[config.mk]
export PLATFORM = sky130hd
export DESIGN_NAME = ccw_top
export DESIGN_NICKNAME = d
export VERILOG_FILES = /design/src/ccw_pkg.sv /design/src/ccw_calendar.sv /design/src/ccw_top.sv
export VERILOG_INCLUDE_DIRS = /design/src
export SDC_FILE = /design/constraint.sdc
export NUM_CORES = 1
export LEC_CHECK = 0
export BUFFER_PORTS_ARGS = -buffer_cell sky130_fd_sc_hd__buf_2
export CAP_MARGIN = 40
export CORE_MARGIN = 2
export CORE_UTILIZATION = 60
export CTS_BUF_LIST = sky130_fd_sc_hd__clkbuf_8
export DETAILED_ROUTE_END_ITERATION = 16
export PLACE_DENSITY = 0.79
export REMOVE_ABC_BUFFERS = 1
export SYNTH_ARGS = -nofsm -noshare
export SYNTH_HDL_FRONTEND = slang
export SYNTH_SLANG_ARGS = --single-unit
[constraint.sdc]
create_clock -name clock_i -period 8 [get_ports clock_i]
set_input_delay 0.8 -clock clock_i [delete_from_list [all_inputs] [get_ports clock_i]]
set_output_delay 0.8 -clock clock_i [all_outputs]
set_load 0.05 [all_outputs]
[src/ccw_regs.svh]
// Constants for the calendar clock: timing counts, field limits and reset values
`ifndef CCW_REGS_SVH
`define CCW_REGS_SVH

`define CCW_TICK_HZ 32768
`define CCW_PRESC_W 7
`define CCW_SUBSEC_TOP 8'hff
`define CCW_SUBSEC_END 8'h00
`define CCW_CAL_WIN_S 32
`define CCW_CAL_WIN_TICKS (`CCW_CAL_WIN_S * `CCW_TICK_HZ)
`define CCW_CAL_WIN_BITS 20
`define CCW_CAL_SLOT_BITS 11
`define CCW_CAL_W 11
`define CCW_CAL_MIN 11'sh601
`define CCW_CAL_MAX 11'sh200
`define CCW_MS_PER_S 16'h03e8
`define CCW_ACC_W 17
`define CCW_WK_W 16
`define CCW_INFO_MS_W 16
`define CCW_INFO_POR_BIT 16
`define CCW_INFO_EXT_BIT 17
`define CCW_INFO_W 18
`define CCW_RST_YEAR 16'h07d0
`define CCW_RST_MONTH 4'h1
`define CCW_RST_DAY 5'h01
`define CCW_RST_WDAY 3'h6
`define CCW_WDAY_LAST 3'h7

`endif

[src/ccw_pkg.sv]
// Types shared by the calendar clock modules
package ccw_pkg;

    typedef enum logic [1:0] {
        CCW_CAL_NONE,
        CCW_CAL_ADD,
        CCW_CAL_DROP
    } ccw_cal_mode_e;

    typedef struct packed {
        logic [15:0] year;
        logic [3:0] month;
        logic [4:0] day;
        logic [2:0] wday;
        logic [4:0] hour;
        logic [5:0] min;
        logic [5:0] sec;
        logic [7:0] subsec;
    } ccw_date_s;

    typedef struct packed {
        ccw_date_s date;
        logic [6:0] presc;
        logic [19:0] win;
        logic signed [10:0] cal;
        logic [16:0] ms_acc;
        logic wk_en;
        logic [15:0] wk_period;
        logic [15:0] wk_cnt;
        logic wk_event;
        logic wk_wake;
        logic wk_handler;
        logic st_cap;
        logic st_done;
        logic [15:0] st_ms;
        logic st_por;
        logic st_ext;
    } ccw_state_s;

endpackage

[src/ccw_calendar.sv]
// Combinational carry ripple from seconds up through the year
`timescale 1ns/1ps
`include "ccw_regs.svh"

module ccw_calendar (
    input wire ccw_pkg::ccw_date_s cur_i,
    output ccw_pkg::ccw_date_s nxt_o
);

    // Month length, full Gregorian leap rule
    function automatic logic [4:0] ccw_month_len(input logic [15:0] y, input logic [3:0] m);
        logic leap;
        leap = ((y % 16'd4) == 16'd0) && (((y % 16'd100) != 16'd0) || ((y % 16'd400) == 16'd0));
        case (m)
            4'h2: ccw_month_len = leap ? 5'd29 : 5'd28;
            4'h4, 4'h6, 4'h9, 4'hb: ccw_month_len = 5'd30;
            default: ccw_month_len = 5'd31;
        endcase
    endfunction

    // One second has elapsed: ripple carries
    always_comb begin
        nxt_o = cur_i;
        nxt_o.subsec = `CCW_SUBSEC_TOP;
        if (cur_i.sec != 6'd59) begin
            nxt_o.sec = cur_i.sec + 6'd1;
        end else begin
            nxt_o.sec = 6'd0;
            if (cur_i.min != 6'd59) begin
                nxt_o.min = cur_i.min + 6'd1;
            end else begin
                nxt_o.min = 6'd0;
                if (cur_i.hour != 5'd23) begin
                    nxt_o.hour = cur_i.hour + 5'd1;
                end else begin
                    nxt_o.hour = 5'd0;
                    // Sunday wraps back to Monday
                    nxt_o.wday = (cur_i.wday >= `CCW_WDAY_LAST) ? 3'h1 : cur_i.wday + 3'h1;
                    if (cur_i.day < ccw_month_len(cur_i.year, cur_i.month)) begin
                        nxt_o.day = cur_i.day + 5'd1;
                    end else begin
                        nxt_o.day = 5'd1;
                        if (cur_i.month < 4'hc) begin
                            nxt_o.month = cur_i.month + 4'h1;
                        end else begin
                            nxt_o.month = 4'h1;
                            nxt_o.year = cur_i.year + 16'd1;
                        end
                    end
                end
            end
        end
    end

endmodule

[src/ccw_top.sv]
// Calendar clock with periodic wakeup, startup report and smooth calibration
// Behaviour
// - The clock holds year, month, day, weekday, hours, minutes, seconds and subseconds as one record.
// - Weekday runs 1 to 7, Monday being 1 and Sunday 7.
// - Subseconds count down from 255 to 0 inside each second.
// - Writing a full record loads every field; reading shows the present values.
// - An enabled wakeup timer fires once every timeout in milliseconds and keeps running.
// - Every wakeup firing can bring the system out of both stop and standby.
// - Configuring the wakeup timer without a timeout disables it and stops all firings.
// - Every wakeup firing raises an event, and a registered handler is triggered each time.
// - The startup report's low sixteen bits give the startup time in milliseconds.
// - The startup report sets bit 16 after a power-on reset.
// - The startup report sets bit 17 after an external reset.
// - Calibration is a signed value from -511 to 512 that software writes and reads.
// - Calibration adds or removes that many ticks of the 32768 Hz source in each 2^20 tick window.
// - Each added tick speeds the clock by one part in 2^20, each removed tick slows it by the same.
`timescale 1ns/1ps
`include "ccw_regs.svh"

module ccw_top (
    input wire logic clock_i,
    input wire logic rstn_i,
    input wire logic tick_i,
    input wire logic set_i,
    input wire logic [15:0] set_year_i,
    input wire logic [3:0] set_month_i,
    input wire logic [4:0] set_day_i,
    input wire logic [2:0] set_wday_i,
    input wire logic [4:0] set_hour_i,
    input wire logic [5:0] set_min_i,
    input wire logic [5:0] set_sec_i,
    input wire logic [7:0] set_subsec_i,
    input wire logic wk_cfg_i,
    input wire logic wk_timeout_given_i,
    input wire logic [15:0] wk_timeout_ms_i,
    input wire logic wk_handler_en_i,
    input wire logic cal_wr_i,
    input wire logic signed [10:0] cal_i,
    input wire logic por_flag_i,
    input wire logic ext_reset_flag_i,
    input wire logic osc_ready_i,
    output logic [15:0] year_o,
    output logic [3:0] month_o,
    output logic [4:0] day_o,
    output logic [2:0] wday_o,
    output logic [4:0] hour_o,
    output logic [5:0] min_o,
    output logic [5:0] sec_o,
    output logic [7:0] subsec_o,
    output logic wk_event_o,
    output logic wk_wake_o,
    output logic wk_handler_o,
    output logic wk_active_o,
    output logic [17:0] info_o,
    output logic signed [10:0] cal_o
);

    // Registered state and the combinational values that feed it
    ccw_pkg::ccw_state_s s_q;
    ccw_pkg::ccw_state_s s_d;
    ccw_pkg::ccw_date_s date_next;
    ccw_pkg::ccw_cal_mode_e cal_mode;
    logic [9:0] cal_mag;
    logic [7:0] presc_sum;
    logic [16:0] acc_sum;
    logic ms_pulse;
    logic [15:0] wk_next;

    // Second rollover arithmetic lives in its own module
    ccw_calendar u_calendar (
        .cur_i(s_q.date),
        .nxt_o(date_next)
    );

    // Calibration slot choice: one slot every 2048 ticks, up to 512 per window
    // Slots used are the first cal_mag of the window, so the correction bunches at its start
    always_comb begin
        cal_mag = s_q.cal[10] ? 10'(-s_q.cal) : s_q.cal[9:0];
        cal_mode = ccw_pkg::CCW_CAL_NONE;
        if (s_q.win[`CCW_CAL_SLOT_BITS-1:0] == 11'h000 &&
            {1'b0, s_q.win[`CCW_CAL_WIN_BITS-1:`CCW_CAL_SLOT_BITS]} < cal_mag) begin
            cal_mode = s_q.cal[10] ? ccw_pkg::CCW_CAL_DROP : ccw_pkg::CCW_CAL_ADD;
        end
    end

    // Prescaler step: two on an added tick, none on a removed one
    // Limitation: a record load on a slot tick loses that one correction
    always_comb begin
        case (cal_mode)
            ccw_pkg::CCW_CAL_ADD: presc_sum = {1'b0, s_q.presc} + 8'h02;
            ccw_pkg::CCW_CAL_DROP: presc_sum = {1'b0, s_q.presc};
            default: presc_sum = {1'b0, s_q.presc} + 8'h01;
        endcase
    end

    // Exact millisecond strobe: add 1000 per tick, wrap at 32768
    // Raw source on purpose, so calibration never bends wakeup intervals
    assign acc_sum = s_q.ms_acc + {1'b0, `CCW_MS_PER_S};
    assign ms_pulse = tick_i && (acc_sum >= 17'(`CCW_TICK_HZ));
    assign wk_next = s_q.wk_cnt + 16'h0001;

    // Next state of the whole block
    always_comb begin
        s_d = s_q;
        s_d.wk_event = 1'b0;
        s_d.wk_wake = 1'b0;
        s_d.wk_handler = 1'b0;

        // Timekeeping; a software load wins over a tick in the same cycle
        // Subseconds move only when the prescaler carries out of its top bit
        if (set_i) begin
            s_d.date.year = set_year_i;
            s_d.date.month = set_month_i;
            s_d.date.day = set_day_i;
            s_d.date.wday = set_wday_i;
            s_d.date.hour = set_hour_i;
            s_d.date.min = set_min_i;
            s_d.date.sec = set_sec_i;
            s_d.date.subsec = set_subsec_i;
            s_d.presc = 7'h00;
        end else if (tick_i) begin
            s_d.presc = presc_sum[6:0];
            if (presc_sum[7]) begin
                if (s_q.date.subsec == `CCW_SUBSEC_END) begin
                    s_d.date = date_next;
                end else begin
                    s_d.date.subsec = s_q.date.subsec - 8'h01;
                end
            end
        end

        // Window position always follows the raw source
        if (tick_i) begin
            s_d.win = s_q.win + 20'h00001;
            s_d.ms_acc = ms_pulse ? acc_sum - 17'(`CCW_TICK_HZ) : acc_sum;
        end

        // Calibration write, clamped to the legal span
        // Saturating beats wrapping, which would flip the sign of the correction
        if (cal_wr_i) begin
            if (cal_i < `CCW_CAL_MIN) begin
                s_d.cal = `CCW_CAL_MIN;
            end else if (cal_i > `CCW_CAL_MAX) begin
                s_d.cal = `CCW_CAL_MAX;
            end else begin
                s_d.cal = cal_i;
            end
        end

        // Wakeup timer; reconfiguring restarts the interval
        // Reload to zero keeps each period exact whatever the strobe phase
        if (wk_cfg_i) begin
            if (wk_timeout_given_i && wk_timeout_ms_i != 16'h0000) begin
                s_d.wk_en = 1'b1;
                s_d.wk_period = wk_timeout_ms_i;
            end else begin
                s_d.wk_en = 1'b0;
            end
            s_d.wk_cnt = 16'h0000;
        end else if (s_q.wk_en && ms_pulse) begin
            if (wk_next >= s_q.wk_period) begin
                s_d.wk_cnt = 16'h0000;
                s_d.wk_event = 1'b1;
                s_d.wk_wake = 1'b1;
                s_d.wk_handler = wk_handler_en_i;
            end else begin
                s_d.wk_cnt = wk_next;
            end
        end

        // Startup report: reset cause caught once after release
        // Count saturates, so a dead oscillator reads as the top value
        if (!s_q.st_cap) begin
            s_d.st_cap = 1'b1;
            s_d.st_por = por_flag_i;
            s_d.st_ext = ext_reset_flag_i;
        end
        if (!s_q.st_done) begin
            if (osc_ready_i) begin
                s_d.st_done = 1'b1;
            end else if (ms_pulse && s_q.st_ms != 16'hffff) begin
                s_d.st_ms = s_q.st_ms + 16'h0001;
            end
        end
    end

    // State register; reset lands on a fixed date
    // Only constants here; the cause flags are caught on the first clock instead
    always_ff @(posedge clock_i or negedge rstn_i) begin
        if (!rstn_i) begin
            s_q <= '0;
            s_q.date.year <= `CCW_RST_YEAR;
            s_q.date.month <= `CCW_RST_MONTH;
            s_q.date.day <= `CCW_RST_DAY;
            s_q.date.wday <= `CCW_RST_WDAY;
            s_q.date.subsec <= `CCW_SUBSEC_TOP;
        end else begin
            s_q <= s_d;
        end
    end

    // Outputs taken straight from the state register
    // Wake and event come from twin bits set together, so they always pulse as one
    assign year_o = s_q.date.year;
    assign month_o = s_q.date.month;
    assign day_o = s_q.date.day;
    assign wday_o = s_q.date.wday;
    assign hour_o = s_q.date.hour;
    assign min_o = s_q.date.min;
    assign sec_o = s_q.date.sec;
    assign subsec_o = s_q.date.subsec;
    assign wk_event_o = s_q.wk_event;
    assign wk_wake_o = s_q.wk_wake;
    assign wk_handler_o = s_q.wk_handler;
    assign wk_active_o = s_q.wk_en;
    assign info_o = {s_q.st_ext, s_q.st_por, s_q.st_ms};
    assign cal_o = s_q.cal;

endmodule

Word-level counts from Yosys, hierarchy flattened

Index checks and enable logic that the tools add are counted.

Flip-flop bits (word level): 164
Bits in latches: 0
Bits in writable memories: 0
ROM bits: 0
Input bits: 91
Output and inout bits: 86
Word-level logic and storage cells: 134
Memories kept: 0

Add/subtract/negate cells: 16
Multiply operators: 0
Divide/modulo/power cells: 2
$lt $le $gt $ge: 8
Equal/unequal tests: 17
Shifts and indexed selects: 0
Multiplexer cells: 38
Bitwise logic cells: 2
Reductions and logical operators: 28

Operator list:

| kind                                                                 | count |
|---|---|
| 2-to-1 mux 60 bit                                                    | 2 |
| 2-to-1 mux 16 bit                                                    | 5 |
| 2-to-1 mux 53 bit                                                    | 1 |
| adder 16 x 1 -> 16 bit (second input constant)                       | 3 |
| 2-to-1 mux 45 bit                                                    | 1 |
| 2-to-1 mux 39 bit                                                    | 1 |
| 2-to-1 mux 17 bit                                                    | 2 |
| 2-to-1 mux 33 bit                                                    | 1 |
| logical NOT 16 bit                                                   | 2 |
| nonzero test 16 bit                                                  | 2 |
| 2-to-1 mux 28 bit                                                    | 1 |
| 2-to-1 mux 5 bit                                                     | 5 |
| 2-to-1 mux 11 bit                                                    | 2 |
| adder 20 x 1 -> 20 bit (second input constant)                       | 1 |
| 2-to-1 mux 20 bit                                                    | 1 |
| 2-to-1 mux 19 bit                                                    | 1 |
| adder 17 x 10 -> 17 bit (second input constant)                      | 1 |
| greater-or-equal comparator 17 x 16 -> 1 bit (second input constant) | 1 |
| subtractor 17 x 16 -> 17 bit (second input constant)                 | 1 |
| greater-or-equal comparator 16 bit                                   | 1 |
| modulo 16 x 7 -> 16 bit (second input constant)                      | 1 |
| modulo 16 x 9 -> 16 bit (second input constant)                      | 1 |
| inequality test 16 bit (second input constant)                       | 1 |
| case mux 8 bit (2 select lines)                                      | 1 |
| other kinds (44)                                                     | 72 |

Logic depth before layout (Yosys ltp)

Gate-level depths: netlist of the first run.

Depth after elaboration: 18
Gate-level depth with buffers: 30

By module

From an unflattened synthesis of the first run, not the netlist that was laid out.

Cells, all modules: 1,494
Area, all modules: 12,782.3 um2

Modules (own cells, without submodules):

| module       | instances | cells an instance | area each (um2) | sequential area each (um2) |
|---|---|---|---|---|
| ccw_top      | 1         | 963               | 9,213.8         | 4,026.4 |
| ccw_calendar | 1         | 531               | 3,568.4         | 0.0 |

Worst setup path after synthesis of the first run

Ideal clock, no wire load.

Path kind: reg2reg
Start point: reg s_q (netlist bit year_o[10])
End point: reg s_q (netlist bit year_o[15])
Library setup time: 0.124 ns
Data arrival time: 5.949 ns
Data required time: 7.876 ns
Slack: 1.927 ns
Stages on the path, launching flop included: 28
Path buffers: 4
Clock period less this slack: 6.073 ns
Cells stage by stage: dfstp_2 > buf_2 > buf_2 > a21boi_1 > nor3_1 > or2_2 > o2111ai_1 > and2_1 > buf_2 > o311a_1 > buf_2 > clkinv_1 > a32oi_1 > o31a_2 > mux2i_1 > or3_1 > mux2_4 > a21oi_4 > xor2_2 > xnor2_1 > nor2_1 > o41a_1 > nand2b_1 > o32ai_1 > a21oi_1 > nor4_2 > nor3_1 > a211o_1

Word-level cells in the longest chain between the ends: 12
Elaborated cells between the ends (all ways): 24
Classes of those cells: 1 x add/sub; 2 x div; 1 x order compare; 1 x eq/ne; 14 x mux; 5 x reduce/logical

Ends and longest elaborated chain:

| item                                                                      | line               | RTL |
|---|---|---|
| from (decl)                                                               | ccw_top.sv:59      | `ccw_pkg::ccw_state_s s_q;` |
| modulo 16 x 7 -> 16 bit / modulo 16 x 9 -> 16 bit (equally long branches) | ccw_calendar.sv:13 | `leap = ((y % 16'd4) == 16'd0) && (((y % 16'd100) != 16'd0) \|\| ((y % 16'd400) == 16'd0));` |
| nonzero test 16 bit / logical NOT 16 bit (equally long branches)          | ccw_calendar.sv:13 |  |
| logical OR 1 bit                                                          | ccw_calendar.sv:13 |  |
| logical AND 1 bit                                                         | ccw_calendar.sv:13 |  |
| 2-to-1 mux 1 bit                                                          | ccw_calendar.sv:15 | `4'h2: ccw_month_len = leap ? 5'd29 : 5'd28;` |
| case mux 5 bit (2 select lines)                                           | ccw_calendar.sv:14 | `case (m)` |
| 2-to-1 mux 5 bit                                                          | ccw_calendar.sv:33 | `if (cur_i.hour != 5'd23) begin` |
| 2-to-1 mux 5 bit                                                          | ccw_calendar.sv:29 | `if (cur_i.min != 6'd59) begin` |
| 2-to-1 mux 5 bit                                                          | ccw_calendar.sv:25 | `if (cur_i.sec != 6'd59) begin` |
| less-than comparator 5 bit                                                | ccw_calendar.sv:39 | `if (cur_i.day < ccw_month_len(cur_i.year, cur_i.month)) begin` |
| inequality test 2 bit (no line)                                           | n/a                |  |
| AND reduction 8 bit (no line)                                             | n/a                |  |

Several ways; a longest one is shown, not always the timed one. The select of a mux whose other input is x is not followed.
A chain may end at the register's enable or synchronous reset.

Worst setup path in the final report of the first run

Start point: reg s_q (netlist bit year_o[10])
End point: reg s_q (netlist bit year_o[7])

Word-level cells in the longest chain between the ends: 12
Elaborated cells between the ends (all ways): 14
Classes of those cells: 2 x div; 1 x order compare; 1 x eq/ne; 5 x mux; 5 x reduce/logical

Ends and longest elaborated chain:

| item                                                                      | line |
|---|---|
| modulo 16 x 7 -> 16 bit / modulo 16 x 9 -> 16 bit (equally long branches) | ccw_calendar.sv:13 |
| nonzero test 16 bit / logical NOT 16 bit (equally long branches)          | ccw_calendar.sv:13 |
| logical OR 1 bit (*)                                                      | ccw_calendar.sv:13 |
| logical AND 1 bit (*)                                                     | ccw_calendar.sv:13 |
| 2-to-1 mux 1 bit (*)                                                      | ccw_calendar.sv:15 |
| case mux 5 bit (2 select lines) (*)                                       | ccw_calendar.sv:14 |
| 2-to-1 mux 5 bit (*)                                                      | ccw_calendar.sv:33 |
| 2-to-1 mux 5 bit (*)                                                      | ccw_calendar.sv:29 |
| 2-to-1 mux 5 bit (*)                                                      | ccw_calendar.sv:25 |
| less-than comparator 5 bit (*)                                            | ccw_calendar.sv:39 |
| inequality test 2 bit (no line) (*)                                       | n/a |
| AND reduction 8 bit (no line) (*)                                         | n/a |

Mark *: on every way between the ends. The rest lies on a longest branch, timed or not. The select of a mux whose other input is x is not followed.

==> results of run 1 <==
logic make-up (layout without fill, tap and decap cells):
kind of cell,count (synthesis),count (layout)
flip-flops,160,160
other,1,4
buffers and inverters,212,285
adder cells (fa/ha/maj),53,53
AO/OA/AOI/OAI,364,364
multiplexers,15,15
XOR/XNOR,101,101
AND/OR/NAND/NOR,518,518
cell type report:
| cell class | instances | area, um^2 |
|---|---|---|
| inverter | 63 | 236 |
| multi-input combinational | 1052 | 6740 |
| sequential | 160 | 4030 |
| tap | 265 | 332 |
| fill | 1629 | 6700 |
| antenna | 3 | 7.51 |
| timing repair buffer | 190 | 1020 |
| clock buffer | 17 | 234 |
| clock inverter | 15 | 166 |
critical path: stages, from the launching register on:
cell and delay (ns):
dfstp_2 0.85, inv_1 0.18, o21a_1 0.20, o31ai_4 0.39, o211a_2 0.33, and2_1 0.26
o311a_1 0.46, clkinv_1 0.17, a32oi_1 0.33, o31a_2 0.28, mux2i_1 0.18, or3_1 0.44
mux2_4 0.33, a21oi_4 0.23, xor2_4 0.39, xnor2_1 0.17, nor2_1 0.06, o41a_1 0.37
nand2b_1 0.15, o32ai_1 0.37, a22oi_1 0.25, buf_4 0.27, nor4_2 0.34, xnor2_1 0.17
o21ai_1 0.08
placed cells by master, fill, tap and decap left out, drive strengths merged, types with 12 or more instances in the layout:
master,instances
nand4,24
nand2,189
and2,13
a21o,16
nor2b,23
or3,16
dfstp,18
a31oi,16
nand3,51
nand2b,21
nor2,75
a22oi,16
xor2,23
and3,12
o21ai,126
clkbuf,17
nor4,16
xnor2,78
nor3,41
inv,68
ha,50
o31ai,13
a21oi,77
buf,190
dfrtp,142
synthesized netlist by cell type (20+ instances only):
cell,instances
clkbuf_1,38
buf_4,84
nand2_1,189
ha_1,50
dfrtp_1,142
buf_2,20
xnor2_1,75
nand4_1,24
nor3_1,40
nor2_1,72
nor2b_1,23
a21oi_1,73
nand2b_1,21
o21ai_0,108
nand3_1,51
inv_1,60
xor2_1,22
worst paths after layout:
| path | startpoint | endpoint | slack (ns) |
|---|---|---|---|
| min in group clock_i | s_q[18] | s_q[18] | 0.45 |
| worst max register to register | year_o[10] | year_o[7] | 0.68 |
| worst max-delay path | year_o[10] | year_o[7] | 0.68 |
| worst min register to register | s_q[18] | s_q[18] | 0.45 |
| max in group asynchronous | rstn_i | subsec_o[7] | 6.35 |
| worst min-delay path | rstn_i | s_q[64] | 0.36 |
per-layer routing:
| metal | wire, um | track usage, % | vias up |
|---|---|---|---|
| met5 | 0 | 0 | - |
| met4 | 831 | 11.2 | 0 |
| met3 | 1460 | 4.40 | 65 |
| met2 | 13000 | 41.8 | 321 |
| met1 | 12100 | 34.7 | 4902 |
| li1 | - | - | 5109 |
flip-flops by register name, summed over array words and instances, names as in the netlist:
name          count
cal_o            11
day_o             5
hour_o            5
info_o           18
min_o             6
month_o           4
s_q              75
sec_o             6
subsec_o          8
wday_o            3
wk_active_o       1
wk_event_o        1
wk_handler_o      1
year_o           16
report_power, final:
group	leakage [nW]	internal, mW	total, mW	switching (mW)
clock network	0.196	0.236	0.593	0.357
logic	3.60	0.712	1.86	1.14
registers	1.99	0.931	1.09	0.154
==> impl_metrics.csv, run 1 <==
group,metric,value,unit
global_route,grt_pass1_wl,46000,um
clock_network,h-tree-depth,4,
place,gp_congestion,0.914,
floorplan,io_pins,177,
final_layout,instances_no_fill,1765,
synthesis,yosys.area.top_type_share,29.8,%
synthesis,syn_inst,1424,
global_route,grt_remaining_overflow,0,
global_route,antenna_found_initial,3,
synthesis,synth_adder_area_share,5.51,%
routing,ant_nets,0,
clock_network,cts.reportedPaths.clkPinSlew,0.10,ns
critical_path,crit_type,"reg2reg",
place,placed_area,12300,um^2
synthesis,synth-simple-area-share,21.6,%
place,pre_cts_ws,0.551,ns
synthesis,synth_enable_flop_cells,0,
synthesis,synthMuxAreaShare,1.41,%
synthesis,synth_top_family_by_area,"simple AND/OR/NAND/NOR gates",
sta,finalClockSkew,0.0187,ns
critical_path,arrival,7.70,ns
job,cap_violations,0,
synthesis,synth_flop_cell,"dfrtp_1",
clock_network,numClockSinks,160,
clock_network,cts_resized,0,
sta,hold_slack,0.357,ns
place,dp_cells,1730,
final_layout,final_cell_area,12800,um^2
global_route,grt_usage,26.0,%
synthesis,synth_cell_types,103,
power,total_power,3.53,mW
sta,rsz0062_at_grt,"false",
clock_network,cts_hold_buf,0,
clock_network,root_buffer,"clkbuf_8",
synthesis,synth_xor_area_share,7.68,%
sta,setup_viol,0,
sta,tns,0,ns
floorplan,die-width,145,um
routing,drt_pass1_iterations,5,
routing,wl,27400,um
floorplan,die-area,21000,um^2
sta,finalCriticalPeriod,7.32,ns
sta,final-hold-violation-count,0,
floorplan,rows,51,
place,io_buffers,176,
routing,avgRoutedWirePerCell,15.5,um
final_layout,fin_nets,1625,
critical_path,cp.required,8.38,ns
synthesis,syn_area,11900,um^2
clock_network,numCtsBuffers,17,
synthesis,synth-seq-cells,160,
critical_path,end_kind,"flop",
clock_network,clk_path_buf_depth,2,
clock_network,cts_tree,"built",
floorplan,core,19500,um^2
final_layout,drive_gt1_share,19.9,%
floorplan,start_util,61.2,%
place,hpwl,20300,um
synthesis,async_flop_share,100,%
final_layout,area_delta_synth_final,7.10,%
power,p_leak,5.79,nW
outcome,status,"completed",
routing,drt_iter0_markers,749,
synthesis,ys_seq_area_share,33.8,%
sta,worstMarginPinSlew,0.885,ns
sta,slew_violations,0,
final_layout,fin_util,65.6,%
hold_path,min-delay-path-class,"in2async",
clock_network,post_cts_buffers,0,
critical_path,r2r_cells,24,
synthesis,synth_compound_area_share,20.1,%
clock_network,clock_latency,0.47,ns
floorplan,die_h,145,um
global_route,grt_start_max_net_pins,80,
synthesis,avgSynthCellArea,8.37,um^2
sta,fin_crit_sh,91.5,%
sta,max_slew_margin,40.0,%
routing,via_per_inst,5.89,
routing,vias,10397,
critical_path,crit_fanout,28,
sta,fmax,137,MHz
synthesis,yosysTopAreaCell,"dfrtp_1",
synthesis,synth_area_leaders,"dfrtp_1, nand2_1, xnor2_1",
critical_path,cp-start-kind,"flop",
synthesis,ys_warn_count,0,
power,peakVddDrop,0.195,mV
routing,drc_errors,0,
power,power_density,277,nW/um^2
global_route,grt_pass1_vias,9593,
sta,worst_slack,0.679,ns
Power figures use the tool's default switching activity.
==> inputs of run 2 (changes only) <==
Clock period 8 ns to 7.5 ns, I/O delays scaled along.
==> run 2 against run 1 <==
Final cell count grew 0.11%. Core utilization rose by 0.19 points. Clock power grew 7.3%. Largest power group unchanged. Critical endpoint is now year_o[11].
==> impl_metrics.csv, run 2 (synthesis gave the netlist of run 1 again) <==
group,metric,value,unit
place,io_buffers,176,
routing,wl,28400,um
floorplan,die-width,145,um
hold_path,min-delay-path-class,"in2async",
routing,avgRoutedWirePerCell,16.1,um
power,peakVddDrop,0.275,mV
critical_path,crit_type,"reg2reg",
critical_path,arrival,7.34,ns
global_route,grt_start_max_net_pins,89,
clock_network,clk_path_buf_depth,2,
clock_network,numClockSinks,160,
floorplan,start_util,61.2,%
final_layout,fin_util,65.7,%
global_route,grt_usage,27.3,%
floorplan,die-area,21000,um^2
floorplan,rows,51,
sta,fmax,143,MHz
clock_network,numCtsBuffers,17,
final_layout,largest_reg_flops,75,
job,cap_violations,0,
power,power_density,299,nW/um^2
clock_network,h-tree-depth,4,
place,hpwl,20700,um
clock_network,cts_tree,"built",
global_route,grt_pass1_vias,9940,
sta,hold_slack,0.346,ns
sta,setup_viol,0,
global_route,antenna_found_initial,0,
final_layout,instances_no_fill,1767,
final_layout,fillers,1612,
sta,rsz0062_at_grt,"false",
final_layout,final_cell_mix,"nand2_1, buf_2, dfrtp_1, o21ai_0, xnor2_1",
place,placed_area,12400,um^2
power,p_leak,5.81,nW
global_route,grt_pass1_wl,48700,um
routing,vias,10415,
final_layout,drive_gt1_share,20.6,%
clock_network,cts.reportedPaths.clkPinSlew,0.10,ns
sta,finalCriticalPeriod,7.01,ns
routing,via_per_inst,5.89,
routing,drc_errors,0,
routing,ant_nets,0,
critical_path,end_kind,"flop",
final_layout,largest_register,"s_q",
sta,max_slew_margin,41.3,%
clock_network,root_buffer,"clkbuf_8",
clock_network,clock_latency,0.46,ns
critical_path,reg2reg_from,"year_o[14]",
sta,tns,0,ns
sta,final-hold-violation-count,0,
final_layout,diodes,0,
critical_path,crit_fanout,26,
sta,worstMarginPinSlew,0.867,ns
floorplan,io_pins,177,
floorplan,die_h,145,um
routing,drt_iter0_markers,912,
clock_network,cts_hold_buf,0,
outcome,status,"completed",
final_layout,final_cell_area,12800,um^2
global_route,grt_remaining_overflow,0,
routing,drt_pass1_iterations,5,
floorplan,core,19500,um^2
critical_path,cp.required,7.84,ns
final_layout,area_delta_synth_final,7.40,%
place,gp_congestion,0.892,
place,dp_cells,1735,
critical_path,startpoint,"year_o[14]",
sta,finalClockSkew,0.0167,ns
critical_path,cp-start-kind,"flop",
final_layout,fin_nets,1630,
sta,fin_crit_sh,93.4,%
sta,slew_violations,0,
final_layout,final_common_cell,"nand2_1",
run 2: worst paths after layout:
check                              to  slack (ns)  depth (start not counted)
max in group asynchronous    day_o[0]        5.89                          3
min in group clock_i          s_q[18]        0.46                          2
hold / removal                s_q[65]        0.35                          1
hold reg to reg               s_q[18]        0.46                          2
setup / recovery           year_o[11]        0.49                         25
setup reg to reg           year_o[11]        0.49                         25
run 2: area by class of cell:
| cell class | instances | area [um^2] | area share, % |
|---|---|---|---|
| flip-flops and latches | 160 | 4030 | 31.5 |
| well taps | 265 | 332 | 2.59 |
| multi-input cells | 1052 | 6770 | 52.9 |
| inverters | 63 | 236 | 1.85 |
| clock buffers | 18 | 248 | 1.94 |
| clock inverters | 14 | 135 | 1.06 |
| repair buffers | 195 | 1050 | 8.18 |
run 2: routing by layer:
metal	track usage (%)	vias to the layer above	share of wire, %	routed length, um
met5	0	-	0	0
met4	7.72	0	2.0	563
met3	4.34	45	4.7	1320
met2	46.6	319	49	13900
met1	36.0	4948	44	12600
li1	-	5103	-	-
run 2: stage by stage:
stage          power, mW  setup slack (ns)
6_report            3.82             0.492
5_1_grt             4.11           0.00919
4_1_cts             3.77             0.216
3_5_place_dp        3.12             0.251
3_3_place_gp        3.07             0.494
2_1_floorplan       2.67            0.0737
run 2: timing repair:
action / CTS / global route
setup buffers: 0 / 0
resized for setup: 0 / 10
setup endpoints to repair: 0 / 25
run 2: report_power, final:
part	leakage [nW]	switching (mW)	internal, mW
registers	1.99	0.166	0.993
logic	3.63	1.25	0.770
clock network	0.196	0.379	0.257
run 2: critical path, cell delays in order, from the launching register on:
cell and delay [ns]:
dfrtp_1 0.52, buf_4 0.33, and3b_1 0.22, a311oi_2 0.48, nand3_1 0.21, o2111ai_2 0.19
o21ai_1 0.18, a221oi_4 0.41, nand2_1 0.12, or3_1 0.34, a31o_1 0.23, and2_1 0.17
or3_1 0.37, mux2_4 0.34, a21oi_4 0.25, xor2_4 0.37, xnor2_1 0.16, nor2_1 0.05
o41a_1 0.37, nand2b_1 0.15, o32ai_1 0.44, a22oi_1 0.15, buf_4 0.25, nor3b_2 0.24
nor2_1 0.06, o41ai_1 0.26
